**src/lcdkp_pkg.sv**
```systemverilog
// Shared constants and types for the display and keypad command handler
package lcdkp_pkg;
	localparam logic [7:0] TYPE_GLYPH = 8'h09;
	localparam logic [7:0] TYPE_MEMRD = 8'h0a;
	localparam logic [7:0] TYPE_CURPOS = 8'h0b;
	localparam logic [7:0] TYPE_CURSTY = 8'h0c;
	localparam logic [7:0] TYPE_CONTRAST = 8'h0d;
	localparam logic [7:0] TYPE_BACKLIGHT = 8'h0e;
	localparam logic [7:0] TYPE_RAWWR = 8'h16;
	localparam logic [7:0] TYPE_KEYCFG = 8'h17;
	localparam logic [7:0] TYPE_POLL = 8'h18;
	localparam logic [7:0] TYPE_KEYRPT = 8'h80;
	localparam logic [7:0] RSP_OK = 8'h40;
	localparam logic [7:0] RSP_ERR = 8'hc0;
	localparam logic [4:0] LEN_GLYPH = 5'h09;
	localparam logic [4:0] LEN_ONE = 5'h01;
	localparam logic [4:0] LEN_TWO = 5'h02;
	localparam logic [4:0] LEN_POLL_RSP = 5'h03;
	localparam logic [4:0] LEN_MEMRD_RSP = 5'h09;
	localparam logic [7:0] GLYPH_IDX_MAX = 8'h07;
	localparam logic [1:0] GLYPH_AREA = 2'h1;
	localparam logic [4:0] LINE_LAST = 5'h13;
	localparam logic [7:0] COL_MAX = 8'h13;
	localparam logic [7:0] ROW_MAX = 8'h03;
	localparam logic [7:0] STYLE_MAX = 8'h04;
	localparam logic [7:0] CONTRAST_MAX = 8'hfe;
	localparam logic [7:0] BACKLIGHT_MAX = 8'h64;
	localparam logic [7:0] RAW_LOC_MAX = 8'h02;
	localparam logic [3:0] KEY_CODE_RELEASE = 4'h6;
	localparam logic [2:0] READ_LAST = 3'h7;
	localparam logic [7:0] REG_CTRL = 8'h00;
	localparam logic [7:0] REG_KEYS = 8'h04;
	localparam logic [7:0] REG_DISPLAY = 8'h08;
	localparam logic [7:0] REG_MASKS = 8'h0c;
	localparam logic CTRL_RESET = 1'b1;
	localparam int CLK_PERIOD_NS = 8;
	localparam int BL_STEP_NS = 1000;
	localparam int BL_STEP_CYCLES = BL_STEP_NS / CLK_PERIOD_NS;
	localparam logic [7:0] BL_DIV_LAST = 8'(BL_STEP_CYCLES - 1);
	localparam logic [6:0] BL_STEP_LAST = 7'h63;

	typedef struct packed {
		logic [7:0] ctype;
		logic [4:0] len;
		logic [8:0][7:0] data;
	} cmd_t;

	typedef struct packed {
		logic [7:0] rtype;
		logic [4:0] len;
		logic [8:0][7:0] data;
	} rsp_t;

	typedef struct packed {
		logic [7:0][7:0][7:0] glyph;
		logic [5:0] press_mask;
		logic [5:0] release_mask;
		logic [4:0] cursor_col;
		logic [1:0] cursor_row;
		logic [2:0] cursor_style;
		logic [7:0] contrast;
		logic [6:0] backlight;
	} settings_t;

	localparam settings_t SETTINGS_RESET = '{glyph: '0, press_mask: 6'h3f, release_mask: 6'h3f,
		cursor_col: 5'h00, cursor_row: 2'h0, cursor_style: 3'h0, contrast: 8'h5f, backlight: 7'h64};
endpackage : lcdkp_pkg

```
**src/lcd_keypad_command_handler.sv**
```systemverilog
// Command handler for a character display and keypad module
`timescale 1ns/1ps
`default_nettype none
// Function
// [RQ1] Acknowledge every command, ok or error
// [RQ2] Send key report 0x80 for enabled events
// [RQ3] Glyph command 0x09, nine bytes, index 0-7
// [RQ4] Glyph rows 0-63, msb left, top first
// [RQ5] Row byte bit 7 makes row blink
// [RQ6] Memory read 0x0A, one address byte
// [RQ7] Codes 0x40-0x7F read glyph memory
// [RQ8] Character memory lines at 0x80/0xA0/0xC0/0xE0
// [RQ9] Read answer: address then eight bytes
// [RQ10] Cursor position 0x0B, column 0-19, row 0-3
// [RQ11] Cursor style 0x0C, values 0 to 4
// [RQ12] Contrast 0x0D, values 0 to 254
// [RQ13] Backlight 0x0E, 0-100, graded brightness
// [RQ14] Raw controller write 0x16, location 0-2
// [RQ15] Key bits: up, confirm, abort, left, right, down
// [RQ16] Key reporting 0x17: press, release masks
// [RQ17] After reset report all key events
// [RQ18] Poll 0x18 returns held, pressed, released
// [RQ19] Poll ignores reporting masks
// [RQ20] Polling host should clear both masks
// [RQ21] Settings exposed and reloadable as boot state
// [RQ22] Deprecated and reserved codes not implemented
// [RQ23] Poll answer clears since-poll accumulators
// [RQ24] Bad length or range: error, no change
module lcd_keypad_command_handler
	import lcdkp_pkg::*;
(
	input wire logic clk,
	input wire logic rst_n,
	input wire logic psel,
	input wire logic penable,
	input wire logic pwrite,
	input wire logic [7:0] paddr,
	input wire logic [31:0] pwdata,
	input wire logic [3:0] pstrb,
	output logic [31:0] prdata,
	output logic pready,
	output logic pslverr,
	input wire logic cmd_valid,
	output logic cmd_ready,
	input wire cmd_t cmd,
	output logic rsp_valid,
	input wire logic rsp_ready,
	output rsp_t rsp,
	input wire logic [5:0] keys_held,
	output logic mem_rd_req,
	output logic [7:0] mem_rd_addr,
	input wire logic mem_rd_ack,
	input wire logic [7:0] mem_rd_data,
	output logic lcd_wr_valid,
	output logic [1:0] lcd_wr_sel,
	output logic [7:0] lcd_wr_data,
	output logic glyph_update,
	output logic [2:0] glyph_update_idx,
	output logic [63:0] glyph_row_blink,
	output logic backlight_on,
	input wire logic boot_load,
	input wire settings_t boot_settings,
	output settings_t cur_settings
);
	typedef enum logic [0:0] {ST_IDLE, ST_READ} state_t;

	// Report code for key bit index, press or release
	function automatic logic [7:0] key_code(input logic [3:0] idx);
		logic [3:0] base;
		logic [3:0] code;
		base = (idx >= KEY_CODE_RELEASE) ? idx - KEY_CODE_RELEASE : idx;
		case (base)
			4'h0: code = 4'h1;
			4'h1: code = 4'h5;
			4'h2: code = 4'h6;
			4'h3: code = 4'h3;
			4'h4: code = 4'h4;
			default: code = 4'h2;
		endcase
		key_code = {4'h0, code} + ((idx >= KEY_CODE_RELEASE) ? 8'h06 : 8'h00);
	endfunction : key_code

	// Lowest set bit of the pending events as an index
	function automatic logic [3:0] lowest(input logic [11:0] v);
		logic [3:0] i;
		i = 4'h0;
		for (int k = 11; k >= 0; k--) begin
			if (v[k]) begin
				i = 4'(k);
			end
		end
		lowest = i;
	endfunction : lowest

	state_t state_reg, state_next;
	settings_t settings_reg, settings_next;
	rsp_t rsp_reg, rsp_next;
	logic rsp_valid_reg, rsp_valid_next;
	logic [2:0] ptr_reg, ptr_next;
	logic [7:0] rd_addr_reg, rd_addr_next;
	logic rd_glyph_reg, rd_glyph_next;
	logic lcd_wr_valid_reg, lcd_wr_valid_next;
	logic [1:0] lcd_wr_sel_reg, lcd_wr_sel_next;
	logic [7:0] lcd_wr_data_reg, lcd_wr_data_next;
	logic glyph_update_reg, glyph_update_next;
	logic [2:0] glyph_idx_reg, glyph_idx_next;
	logic [5:0] keys_prev_reg;
	logic [5:0] press_pend_reg, release_pend_reg;
	logic [5:0] press_acc_reg, release_acc_reg;
	logic ctrl_report_reg;
	logic [31:0] prdata_reg;
	logic [7:0] bl_div_reg;
	logic [6:0] bl_step_reg;
	logic backlight_on_reg;

	// Command decode
	logic take_cmd, cmd_ok, poll_clr, report_go;
	logic [7:0] d0, d1;
	logic [7:0] row_bit6;
	logic glyph_area, char_area;
	logic glyph_ok, memrd_ok, curpos_ok, cursty_ok, contrast_ok, bl_ok, raw_ok, keycfg_ok, poll_ok;
	logic [5:0] press_ev, release_ev;
	logic [11:0] pend_all, pend_clr;
	logic [3:0] pend_idx;
	logic [7:0] read_byte;
	logic read_step;

	assign d0 = cmd.data[0];
	assign d1 = cmd.data[1];
	assign cmd_ready = (state_reg == ST_IDLE) & ~rsp_valid_reg;
	assign take_cmd = cmd_valid & cmd_ready;
	genvar gr;
	generate
		for (gr = 0; gr < 8; gr++) begin : g_rows
			assign row_bit6[gr] = cmd.data[gr + 1][6]; // see [RQ4]
		end
	endgenerate
	assign glyph_ok = (cmd.len == LEN_GLYPH) && (d0 <= GLYPH_IDX_MAX) && (row_bit6 == 8'h00); // see [RQ3]
	assign glyph_area = (d0[7:6] == GLYPH_AREA); // see [RQ7]
	assign char_area = d0[7] && (d0[4:0] <= LINE_LAST); // see [RQ8]
	assign memrd_ok = (cmd.len == LEN_ONE) && (glyph_area || char_area); // see [RQ6]
	assign curpos_ok = (cmd.len == LEN_TWO) && (d0 <= COL_MAX) && (d1 <= ROW_MAX); // see [RQ10]
	assign cursty_ok = (cmd.len == LEN_ONE) && (d0 <= STYLE_MAX); // see [RQ11]
	assign contrast_ok = (cmd.len == LEN_ONE) && (d0 <= CONTRAST_MAX); // see [RQ12]
	assign bl_ok = (cmd.len == LEN_ONE) && (d0 <= BACKLIGHT_MAX); // see [RQ13]
	assign raw_ok = (cmd.len == LEN_TWO) && (d0 <= RAW_LOC_MAX); // see [RQ14]
	assign keycfg_ok = (cmd.len == LEN_TWO); // see [RQ16]
	assign poll_ok = (cmd.len == 5'h00); // see [RQ18]

	always_comb begin
		case (cmd.ctype)
			TYPE_GLYPH: cmd_ok = glyph_ok;
			TYPE_MEMRD: cmd_ok = memrd_ok;
			TYPE_CURPOS: cmd_ok = curpos_ok;
			TYPE_CURSTY: cmd_ok = cursty_ok;
			TYPE_CONTRAST: cmd_ok = contrast_ok;
			TYPE_BACKLIGHT: cmd_ok = bl_ok;
			TYPE_RAWWR: cmd_ok = raw_ok;
			TYPE_KEYCFG: cmd_ok = keycfg_ok;
			TYPE_POLL: cmd_ok = poll_ok;
			default: cmd_ok = 1'b0; // see [RQ22]
		endcase
	end

	// Key edges, reporting and poll accumulators
	assign press_ev = keys_held & ~keys_prev_reg; // see [RQ15]
	assign release_ev = ~keys_held & keys_prev_reg;
	assign pend_all = {release_pend_reg, press_pend_reg};
	assign pend_idx = lowest(pend_all);
	assign report_go = (state_reg == ST_IDLE) & ~rsp_valid_reg & ~cmd_valid & ctrl_report_reg & (|pend_all);
	assign pend_clr = report_go ? (12'h001 << pend_idx) : 12'h000;
	assign poll_clr = take_cmd & cmd_ok & (cmd.ctype == TYPE_POLL); // see [RQ23]

	// Memory read byte source
	assign read_byte = rd_glyph_reg ? settings_reg.glyph[rd_addr_reg[5:3]][rd_addr_reg[2:0]] : mem_rd_data;
	assign read_step = (state_reg == ST_READ) & (rd_glyph_reg | mem_rd_ack);
	assign mem_rd_req = (state_reg == ST_READ) & ~rd_glyph_reg;
	assign mem_rd_addr = rd_addr_reg;

	always_comb begin
		state_next = state_reg;
		settings_next = settings_reg;
		rsp_next = rsp_reg;
		rsp_valid_next = rsp_valid_reg & ~rsp_ready;
		ptr_next = ptr_reg;
		rd_addr_next = rd_addr_reg;
		rd_glyph_next = rd_glyph_reg;
		lcd_wr_valid_next = 1'b0;
		lcd_wr_sel_next = lcd_wr_sel_reg;
		lcd_wr_data_next = lcd_wr_data_reg;
		glyph_update_next = 1'b0;
		glyph_idx_next = glyph_idx_reg;
		if (take_cmd) begin
			rsp_next = '0;
			rsp_next.rtype = (cmd_ok ? RSP_OK : RSP_ERR) | {2'b00, cmd.ctype[5:0]}; // see [RQ1]
			rsp_valid_next = 1'b1;
			if (cmd_ok) begin // see [RQ24]
				case (cmd.ctype)
					TYPE_GLYPH: begin
						for (int r = 0; r < 8; r++) begin
							settings_next.glyph[d0[2:0]][r] = cmd.data[r + 1]; // see [RQ4]
						end
						glyph_update_next = 1'b1;
						glyph_idx_next = d0[2:0];
					end
					TYPE_MEMRD: begin
						rsp_next.len = LEN_MEMRD_RSP; // see [RQ9]
						rsp_next.data[0] = d0;
						rsp_valid_next = 1'b0;
						state_next = ST_READ;
						ptr_next = 3'h0;
						rd_addr_next = d0;
						rd_glyph_next = glyph_area; // see [RQ7]
					end
					TYPE_CURPOS: begin
						settings_next.cursor_col = d0[4:0]; // see [RQ10]
						settings_next.cursor_row = d1[1:0];
					end
					TYPE_CURSTY: settings_next.cursor_style = d0[2:0]; // see [RQ11]
					TYPE_CONTRAST: settings_next.contrast = d0; // see [RQ12]
					TYPE_BACKLIGHT: settings_next.backlight = d0[6:0]; // see [RQ13]
					TYPE_RAWWR: begin
						lcd_wr_valid_next = 1'b1; // see [RQ14]
						lcd_wr_sel_next = d0[1:0];
						lcd_wr_data_next = d1;
					end
					TYPE_KEYCFG: begin
						settings_next.press_mask = d0[5:0]; // see [RQ16]
						settings_next.release_mask = d1[5:0];
					end
					TYPE_POLL: begin
						rsp_next.len = LEN_POLL_RSP; // see [RQ18]
						rsp_next.data[0] = {2'b00, keys_held};
						rsp_next.data[1] = {2'b00, press_acc_reg};
						rsp_next.data[2] = {2'b00, release_acc_reg};
					end
					default: rsp_next.len = 5'h00;
				endcase
			end
		end else if (read_step) begin
			rsp_next.data[4'(ptr_reg) + 4'h1] = read_byte; // see [RQ9]
			rd_addr_next = rd_glyph_reg ? {rd_addr_reg[7:6], rd_addr_reg[5:0] + 6'h01} : rd_addr_reg + 8'h01;
			ptr_next = ptr_reg + 3'h1;
			if (ptr_reg == READ_LAST) begin
				state_next = ST_IDLE;
				rsp_valid_next = 1'b1;
			end
		end else if (report_go) begin
			rsp_next = '0;
			rsp_next.rtype = TYPE_KEYRPT; // see [RQ2]
			rsp_next.len = LEN_ONE;
			rsp_next.data[0] = key_code(pend_idx);
			rsp_valid_next = 1'b1;
		end
		if (boot_load) begin
			settings_next = boot_settings; // see [RQ21]
		end
	end

	always_ff @(posedge clk or negedge rst_n) begin
		if (!rst_n) begin
			state_reg <= ST_IDLE;
			settings_reg <= SETTINGS_RESET; // see [RQ17]
			rsp_reg <= '0;
			rsp_valid_reg <= 1'b0;
			ptr_reg <= 3'h0;
			rd_addr_reg <= 8'h00;
			rd_glyph_reg <= 1'b0;
		end else begin
			state_reg <= state_next;
			settings_reg <= settings_next;
			rsp_reg <= rsp_next;
			rsp_valid_reg <= rsp_valid_next;
			ptr_reg <= ptr_next;
			rd_addr_reg <= rd_addr_next;
			rd_glyph_reg <= rd_glyph_next;
		end
	end

	always_ff @(posedge clk or negedge rst_n) begin
		if (!rst_n) begin
			lcd_wr_valid_reg <= 1'b0;
			lcd_wr_sel_reg <= 2'h0;
			lcd_wr_data_reg <= 8'h00;
			glyph_update_reg <= 1'b0;
			glyph_idx_reg <= 3'h0;
		end else begin
			lcd_wr_valid_reg <= lcd_wr_valid_next;
			lcd_wr_sel_reg <= lcd_wr_sel_next;
			lcd_wr_data_reg <= lcd_wr_data_next;
			glyph_update_reg <= glyph_update_next;
			glyph_idx_reg <= glyph_idx_next;
		end
	end

	// New events win over clears in the same cycle
	always_ff @(posedge clk or negedge rst_n) begin
		if (!rst_n) begin
			keys_prev_reg <= 6'h00;
			press_pend_reg <= 6'h00;
			release_pend_reg <= 6'h00;
			press_acc_reg <= 6'h00;
			release_acc_reg <= 6'h00;
		end else begin
			keys_prev_reg <= keys_held;
			press_pend_reg <= (press_pend_reg & ~pend_clr[5:0]) | (press_ev & settings_reg.press_mask); // see [RQ2]
			release_pend_reg <= (release_pend_reg & ~pend_clr[11:6]) | (release_ev & settings_reg.release_mask);
			press_acc_reg <= (press_acc_reg & ~{6{poll_clr}}) | press_ev; // see [RQ19]
			release_acc_reg <= (release_acc_reg & ~{6{poll_clr}}) | release_ev; // see [RQ23]
		end
	end

	// Backlight brightness by pulse width, one step per divider tick
	logic bl_tick;
	assign bl_tick = (bl_div_reg == BL_DIV_LAST);
	always_ff @(posedge clk or negedge rst_n) begin
		if (!rst_n) begin
			bl_div_reg <= 8'h00;
			bl_step_reg <= 7'h00;
			backlight_on_reg <= 1'b0;
		end else begin
			bl_div_reg <= bl_tick ? 8'h00 : bl_div_reg + 8'h01;
			if (bl_tick) begin
				bl_step_reg <= (bl_step_reg == BL_STEP_LAST) ? 7'h00 : bl_step_reg + 7'h01;
			end
			backlight_on_reg <= (settings_reg.backlight > bl_step_reg); // see [RQ13]
		end
	end

	// APB slave, zero wait states
	logic apb_setup, apb_wr, addr_hit;
	logic [31:0] rd_word;
	assign apb_setup = psel & ~penable;
	assign apb_wr = psel & penable & pwrite;
	assign addr_hit = (paddr == REG_CTRL) | (paddr == REG_KEYS) | (paddr == REG_DISPLAY) | (paddr == REG_MASKS);
	assign pready = 1'b1;
	assign pslverr = psel & penable & ~addr_hit;
	always_comb begin
		case (paddr)
			REG_CTRL: rd_word = {31'h0, ctrl_report_reg};
			REG_KEYS: rd_word = {7'h0, state_reg == ST_READ, 2'h0, release_acc_reg, 2'h0, press_acc_reg, 2'h0, keys_held};
			REG_DISPLAY: rd_word = {1'b0, settings_reg.cursor_style, 2'h0, settings_reg.cursor_row, 3'h0,
				settings_reg.cursor_col, 1'b0, settings_reg.backlight, settings_reg.contrast};
			REG_MASKS: rd_word = {18'h0, settings_reg.release_mask, 2'h0, settings_reg.press_mask};
			default: rd_word = 32'h0;
		endcase
	end
	always_ff @(posedge clk or negedge rst_n) begin
		if (!rst_n) begin
			ctrl_report_reg <= CTRL_RESET;
			prdata_reg <= 32'h0;
		end else begin
			if (apb_wr && paddr == REG_CTRL && pstrb[0]) begin
				ctrl_report_reg <= pwdata[0];
			end
			if (apb_setup) begin
				prdata_reg <= rd_word;
			end
		end
	end

	genvar gg;
	generate
		for (gg = 0; gg < 64; gg++) begin : g_blink
			assign glyph_row_blink[gg] = settings_reg.glyph[gg / 8][gg % 8][7]; // see [RQ5]
		end
	endgenerate

	assign prdata = prdata_reg;
	assign rsp = rsp_reg;
	assign rsp_valid = rsp_valid_reg;
	assign lcd_wr_valid = lcd_wr_valid_reg;
	assign lcd_wr_sel = lcd_wr_sel_reg;
	assign lcd_wr_data = lcd_wr_data_reg;
	assign glyph_update = glyph_update_reg;
	assign glyph_update_idx = glyph_idx_reg;
	assign backlight_on = backlight_on_reg;
	assign cur_settings = settings_reg;
endmodule : lcd_keypad_command_handler
`default_nettype wire

```
**config.mk**
```make
export PLATFORM = sky130hd
export DESIGN_NAME = lcd_keypad_command_handler
export DESIGN_NICKNAME = d
export VERILOG_FILES = /design/src/lcdkp_pkg.sv /design/src/lcd_keypad_command_handler.sv
export SDC_FILE = /design/constraint.sdc
export NUM_CORES = 1
export LEC_CHECK = 0
export BUFFER_PORTS_ARGS = -buffer_cell sky130_fd_sc_hd__buf_4
export CAP_MARGIN = 20
export CORE_AREA = 4 4 559 561
export CTS_CLUSTER_SIZE = 10
export DETAILED_ROUTE_END_ITERATION = 6
export DIE_AREA = 0 0 563 565
export GPL_TIMING_DRIVEN = 0
export SYNTH_ARGS = -nofsm -noshare
export SYNTH_HDL_FRONTEND = slang
export SYNTH_SLANG_ARGS = --single-unit
export TNS_END_PERCENT = 10
```
**constraint.sdc**
```tcl
create_clock -name clk -period 3.7 [get_ports clk]
set_input_delay 0.37 -clock clk [delete_from_list [all_inputs] [get_ports clk]]
set_output_delay 0.37 -clock clk [all_outputs]
set_load 0.1 [all_outputs]
```
==> impl_results.md, run 1 <==
- Status: finished clean
- Worst Skew: 36.5 ps
- Clk_lat worst skew: 810 ps
- Most common cell after layout, fill and taps aside: buf_4
- RSZ-0062 raised after global routing: yes
- Post-synth cell types: 87
- Clock sink count: 734
- Largest net degree at the start of global routing: 114
- Clk pin slew, worst setup/hold paths: 60 ps
- Post-layout minimum cycle time: 3660 ps
- Total power: 0.0303 W
- Root Buffer: clkbuf_16
- DRT Pass-1 Iters: 6
- Worst Path Arrival: 4380 ps
- Area of the core: 0.308 mm2
- DRT iter0 DRCs: 5221
- Hold EP: lcd_wr_data[0]
- Hold WC Path Type: in2reg
- Max Cap Violations: 0
- Max Freq: 274 MHz
- Die ar.: 0.318 mm2
- Routability cong.: 0.954
- Yosys reg bits: 734
- Gr usage total: 0.254
- Most frequent cells in the layout: 1543 x buf_4, 708 x dfrtp_1, 574 x dlygate4sd3_1
- CTS tree: done
- WS Path Type: reg2reg
- Power Density: 458 mW/mm2
- Syn_area_per_cell: 11.3 um2
- Routed Antenna Nets: 0
- Max Slew Vio Count: 0
- Final Hold Viols: 0
- Fin util: 0.215
- Setup violations, final: 0
- Reg2reg start: mem_rd_addr[4]
- Post-synth EDFFs: 0
- DRC viols: 0
- Syn. warnings: 0
- Chip Width: 563 um
- Mapped cell area: 0.0393 mm2
- IO Pins: 1460
- Share of layout cells above drive strength 1: 0.376
- Via count: 45100
- Slew HR: 0.174
- Starting density of the core: 0.128
- PortBufs: 1407
- Place WS: -3860 ps
- CP required: 4430 ps
- Max FFs per register: 549
- First-pass GRT wire length: 518 mm
- Post-Syn Instances: 3491
- H-tree depth: 3
- Worst R2R End: rsp[12]
- WHS Path Cells: 2
- Cells on worst reg2reg path: 13
- R2r setup slk: 40 ps
- Drt wl/cell: 42.8 um
- Final period util: 0.988
- Crit path capture type: flop
- Final worst slack: 44.8 ps
- Initial antenna violation count: 118
- Hold_sp: cmd[8]
- CTS Buffer Depth: 4
- Layout area overhead: 68.4%
- Wirelength, routed: 423 mm
- Critical path peak fanout: 10
- CTS buffer count: 96
- Grt total ovfl: 0
- Seq/Total Area, Yosys: 0.468
- Async S/R FF share, synth: 1.00
- HPWL after DPL: 355 mm
- Die H: 565 um
- Site Rows: 204
- Synth Flop Type: dfrtp_1
- CP startpoint kind: flop
- Peak VDD IR: 0.299 mV
- Slew @ Worst Pin: 1230 ps
- Nets: 6395
- Vias per cell: 4.56
- Number of global-route vias before repair: 44500
- Leak: 28.2 nW
[cells by family after synthesis]
family / count (synthesis) / synth area share
DFF: 734 / 0.468
muxes: 250 / 0.0979
other: 2 / 0.000191
buffers and inverters: 514 / 0.0638
adders and majority gates: 20 / 0.00655
xor gates and xnor gates: 10 / 0.00223
and+or+nand+nor: 1065 / 0.167
AOI/OAI and AO/OA: 896 / 0.195
[stage by stage]
step | hold WS (ps) | area (um2) | instances | TNS (ps)
6_report | 38.6 | 66200 | 9897 | 0
3_5_place_dp | 247 | 56500 | 9096 | -707670
3_3_place_gp | 463 | 55100 | 9025 | -6309640
2_1_floorplan | 74.4 | 39400 | 3498 | -139
4_1_cts | 0.0559 | 66000 | 9848 | 0
5_1_grt | 38.8 | 66200 | 9869 | -51.7
[layout make-up]
cell class              instances  area (um2)
flip-flops and latches        734       18400
well taps                    4120        5150
fillers                     33400      242000
clock inverters                19         209
inverters                      40         154
plain buffers                 473        2830
multi-input cells            2250       18800
diodes                         49         123
repair buffers               2079       17900
clock buffers                 133        2640
[Yosys cell counts, drive strengths merged (10+ instances only)]
library cell | n | area (um2)
a2111oi | 14 | 335
a21o | 15 | 113
a21oi | 27 | 135
a221o | 448 | 4480
a221oi | 11 | 96.3
a22o | 24 | 210
a22oi | 60 | 450
a31oi | 20 | 131
and2 | 10 | 62.6
buf | 274 | 1610
clkbuf | 200 | 751
dfrtp | 712 | 17800
dfstp | 22 | 578
ha | 19 | 238
inv | 39 | 146
mux2 | 77 | 867
mux2i | 73 | 731
mux4 | 100 | 2250
nand2 | 179 | 672
nand2b | 78 | 488
nand3 | 93 | 465
nand4 | 16 | 100
nor2 | 67 | 251
nor2b | 81 | 507
nor3 | 25 | 125
nor3b | 455 | 3420
nor4 | 13 | 103
o21ai | 188 | 941
o22ai | 18 | 113
o31ai | 12 | 104
[power by group]
group	leakage, nW	switching, W	total [W]	internal (W)
Sequential	8.96	0.00126	0.00990	0.00864
Combinational	17.8	0.00834	0.0113	0.00292
Clock	1.39	0.00404	0.00918	0.00514
[worst max-delay path by stage]
stage / start / end / slack, ps
global route: mem_rd_addr[3] / rsp[10] / -20
finish: mem_rd_addr[4] / rsp[12] / 40
global placement: rst_n / cur_settings[302] / -7310
detailed placement: mem_rd_addr[5] / rsp[7] / -3860
CTS: state_reg / cur_settings[78] / 2
floorplan: mem_rd_addr[3] / rsp[11] / -60
[metal layers]
layer  global-route usage  part of all wire
met2                0.423              0.47
met4                0.163             0.080
met5                    0           0.00044
met1                0.282              0.36
met3               0.0758             0.091
[critical path: stages (launching register included)]
cell       delay, ps
dfrtp_4          550
buf_6            220
buf_6            200
clkbuf_16        250
clkbuf_4         220
buf_8            170
o32ai_1          360
buf_4            230
nor4_1            80
a21oi_4          260
nand4bb_4        200
buf_16           210
or2_2            310
a31oi_1          190
[timing repair]
item	4_1_cts	5_1_grt
endpoints found under the hold margin	726	0
pin swaps	13	1
buffers inserted	25	1
resized for setup	169	12
endpoints found under the setup margin	566	145
hold buffers	575	0
(Power assumes the default switching activity.)
==> run 2, diff against run 1 <==
CELL_PAD_IN_SITES_DETAIL_PLACEMENT = 0   (was not set)
CELL_PAD_IN_SITES_GLOBAL_PLACEMENT = 1   (was not set)
CORE_AREA = 4 4 570 572   (was 4 4 559 561)
DIE_AREA = 0 0 574 576   (was 0 0 563 565)
PLACE_DENSITY_LB_ADDON = 0.1   (was not set)
==> impl_results.md, run 2 (synthesis results as in run 1) <==
- Status: finished clean (unchanged)
- DRC viols: 0 (unchanged)
- Worst Skew: 57.0 ps (was 36.5 ps)
- Worst Path Arrival: 4390 ps (was 4380 ps)
- Routability cong.: 0.823 (was 0.954)
- Slew @ Worst Pin: 1200 ps (was 1230 ps)
- Die ar.: 0.331 mm2 (was 0.318 mm2)
- Final worst slack: 22.2 ps (was 44.8 ps)
- IO Pins: 1460 (unchanged)
- CTS buffer count: 113 (was 96)
- Number of global-route vias before repair: 45100 (was 44500)
- TNS Setup: 0 ps (unchanged)
- Fin util: 0.210 (was 0.215)
- Met3 Track Usage GR: 0.0488 (was 0.0758)
- Clock sink count: 734 (unchanged)
- Worst R2R End: rsp[10] (was rsp[12])
- Hold WC Path Type: in2reg (unchanged)
- WS Path Type: in2reg (was reg2reg)
- Starting density of the core: 0.123 (was 0.128)
- Root Buffer: clkbuf_16 (unchanged)
- Via count: 43100 (was 45100)
- Setup violations, final: 0 (unchanged)
- Max Slew Vio Count: 0 (unchanged)
- PortBufs: 1407 (unchanged)
- Max Cap Violations: 0 (unchanged)
- Initial antenna violation count: 149 (was 118)
- Leak: 28.6 nW (was 28.2 nW)
- WHS Path Cells: 3 (was 2)
- R2r setup slk: 50 ps (was 40 ps)
- CP required: 4410 ps (was 4430 ps)
- H-tree depth: 3 (unchanged)
- Site Rows: 208 (was 204)
- CP startpoint kind: primary input (was flop)
- HPWL after DPL: 344 mm (was 355 mm)
- Final Hold Viols: 0 (unchanged)
- Post-layout minimum cycle time: 3680 ps (was 3660 ps)
- Slew HR: 0.198 (was 0.174)
- Power Density: 481 mW/mm2 (was 458 mW/mm2)
- Hold_sp: cmd[7] (was cmd[8])
- Clk pin slew, worst setup/hold paths: 60 ps (about the same)
- Chip Width: 574 um (was 563 um)
- First-pass GRT wire length: 528 mm (was 518 mm)
- Vias per cell: 4.30 (was 4.56)
- Grt total ovfl: 0 (unchanged)
- Final period util: 0.994 (was 0.988)
- Largest net degree at the start of global routing: 102 (was 114)
- CTS Buffer Depth: 4 (unchanged)
- Met2 GRT Util: 0.438 (was 0.423)
- Critical path peak fanout: 10 (unchanged)
- M1 GR Usage: 0.298 (was 0.282)
- Cells on worst reg2reg path: 12 (was 13)
- Max FFs per register: 549 (unchanged)
- Place WS: -3700 ps (was -3860 ps)
- Share of layout cells above drive strength 1: 0.380 (was 0.376)
- RSZ-0062 raised after global routing: yes (unchanged)
- Hold EP: mem_rd_addr[7] (was lcd_wr_data[0])
- Area of the core: 0.320 mm2 (was 0.308 mm2)
- Peak VDD IR: 0.301 mV (was 0.299 mV)
- Reg2reg start: mem_rd_addr[5] (was mem_rd_addr[4])
- Layout area overhead: 70.8% (was 68.4%)
- Clk_lat worst skew: 880 ps (was 810 ps)
- CTS tree: done (unchanged)
- Crit path capture type: flop (unchanged)
- Gr usage total: 0.245 (was 0.254)
- Wirelength, routed: 420 mm (was 423 mm)
- Most frequent cells in the layout: 1546 x buf_4, 707 x dfrtp_1, 578 x dlygate4sd3_1 (was 1543 x buf_4, 708 x dfrtp_1, 574 x dlygate4sd3_1)
- Nets: 6409 (was 6395)
- Die H: 576 um (was 565 um)
- DRT iter0 DRCs: 3034 (was 5221)
- Drt wl/cell: 41.9 um (was 42.8 um)
- DRT Pass-1 Iters: 5 (was 6)
- Most common cell after layout, fill and taps aside: buf_4 (unchanged)
- Routed Antenna Nets: 0 (unchanged)
- Worst hold slack: 94.3 ps (was 38.6 ps)
- GRT Max-Usage Layer: met2 (unchanged)
- Max Freq: 272 MHz (was 274 MHz)
run 2: worst max path at each step:
stage,start,end
after floorplan,mem_rd_addr[3],rsp[11]
after global placement,rst_n,cur_settings[113]
after detailed placement,mem_rd_addr[5],rsp[21]
after CTS,cmd[13],cur_settings[404]
after global routing,press_pend_reg[4],rsp[2]
final,cmd[79],cur_settings[341]
run 2: metrics by stage:
step / power [W] / area, um2 / instances
global route: 0.0333 / 67100 / 10000
CTS: 0.0328 / 67000 / 9974
global placement: 0.0202 / 55200 / 9105
detailed placement: 0.0203 / 56500 / 9171
finish: 0.0323 / 67200 / 10000
floorplan: 0.0158 / 39400 / 3498
run 2: worst max-delay path, cell delays in order:
cell           delay [ps]
dlygate4sd3_1         550
buf_4                 160
buf_2                 210
nor4b_2               430
nor3b_2               320
a32oi_4               260
a2111oi_4             890
buf_6                 370
buf_4                 380
nor3b_1                90
a221o_1               290
run 2: what timing repair did:
item,in CTS,in global routing
pin swaps,12,0
hold endpoints to repair,673,0
hold buffers,578,0
setup endpoints to repair,513,165
resized for setup,163,21
cloned,1,0
buffers inserted,21,0
run 2: routing by layer:
layer	vias up	wire length [um]
met1	22800	172000
met5	-	419
met4	74	12800
li1	17900	-
met3	411	23600
met2	1852	212000
run 2: area by class of cell:
| class | count | area [um2] |
|---|---|---|
| clock buffer | 172 | 3340 |
| inverter | 40 | 154 |
| antenna | 61 | 153 |
| buffer | 474 | 2850 |
| sequential | 734 | 18400 |
| fill | 35300 | 253000 |
| tap | 4200 | 5260 |
| multi-input combinational | 2250 | 18800 |
| timing repair buffer | 2075 | 17800 |
| clock inverter | 31 | 443 |
run 2: where the power goes:
part	total, W	switching (W)	internal, W	leakage [nW]
sequential	0.00965	0.000996	0.00865	8.96
combinational	0.0110	0.00812	0.00292	17.8
clock	0.0116	0.00471	0.00693	1.86
total	0.0323	0.0138	0.0185	28.6
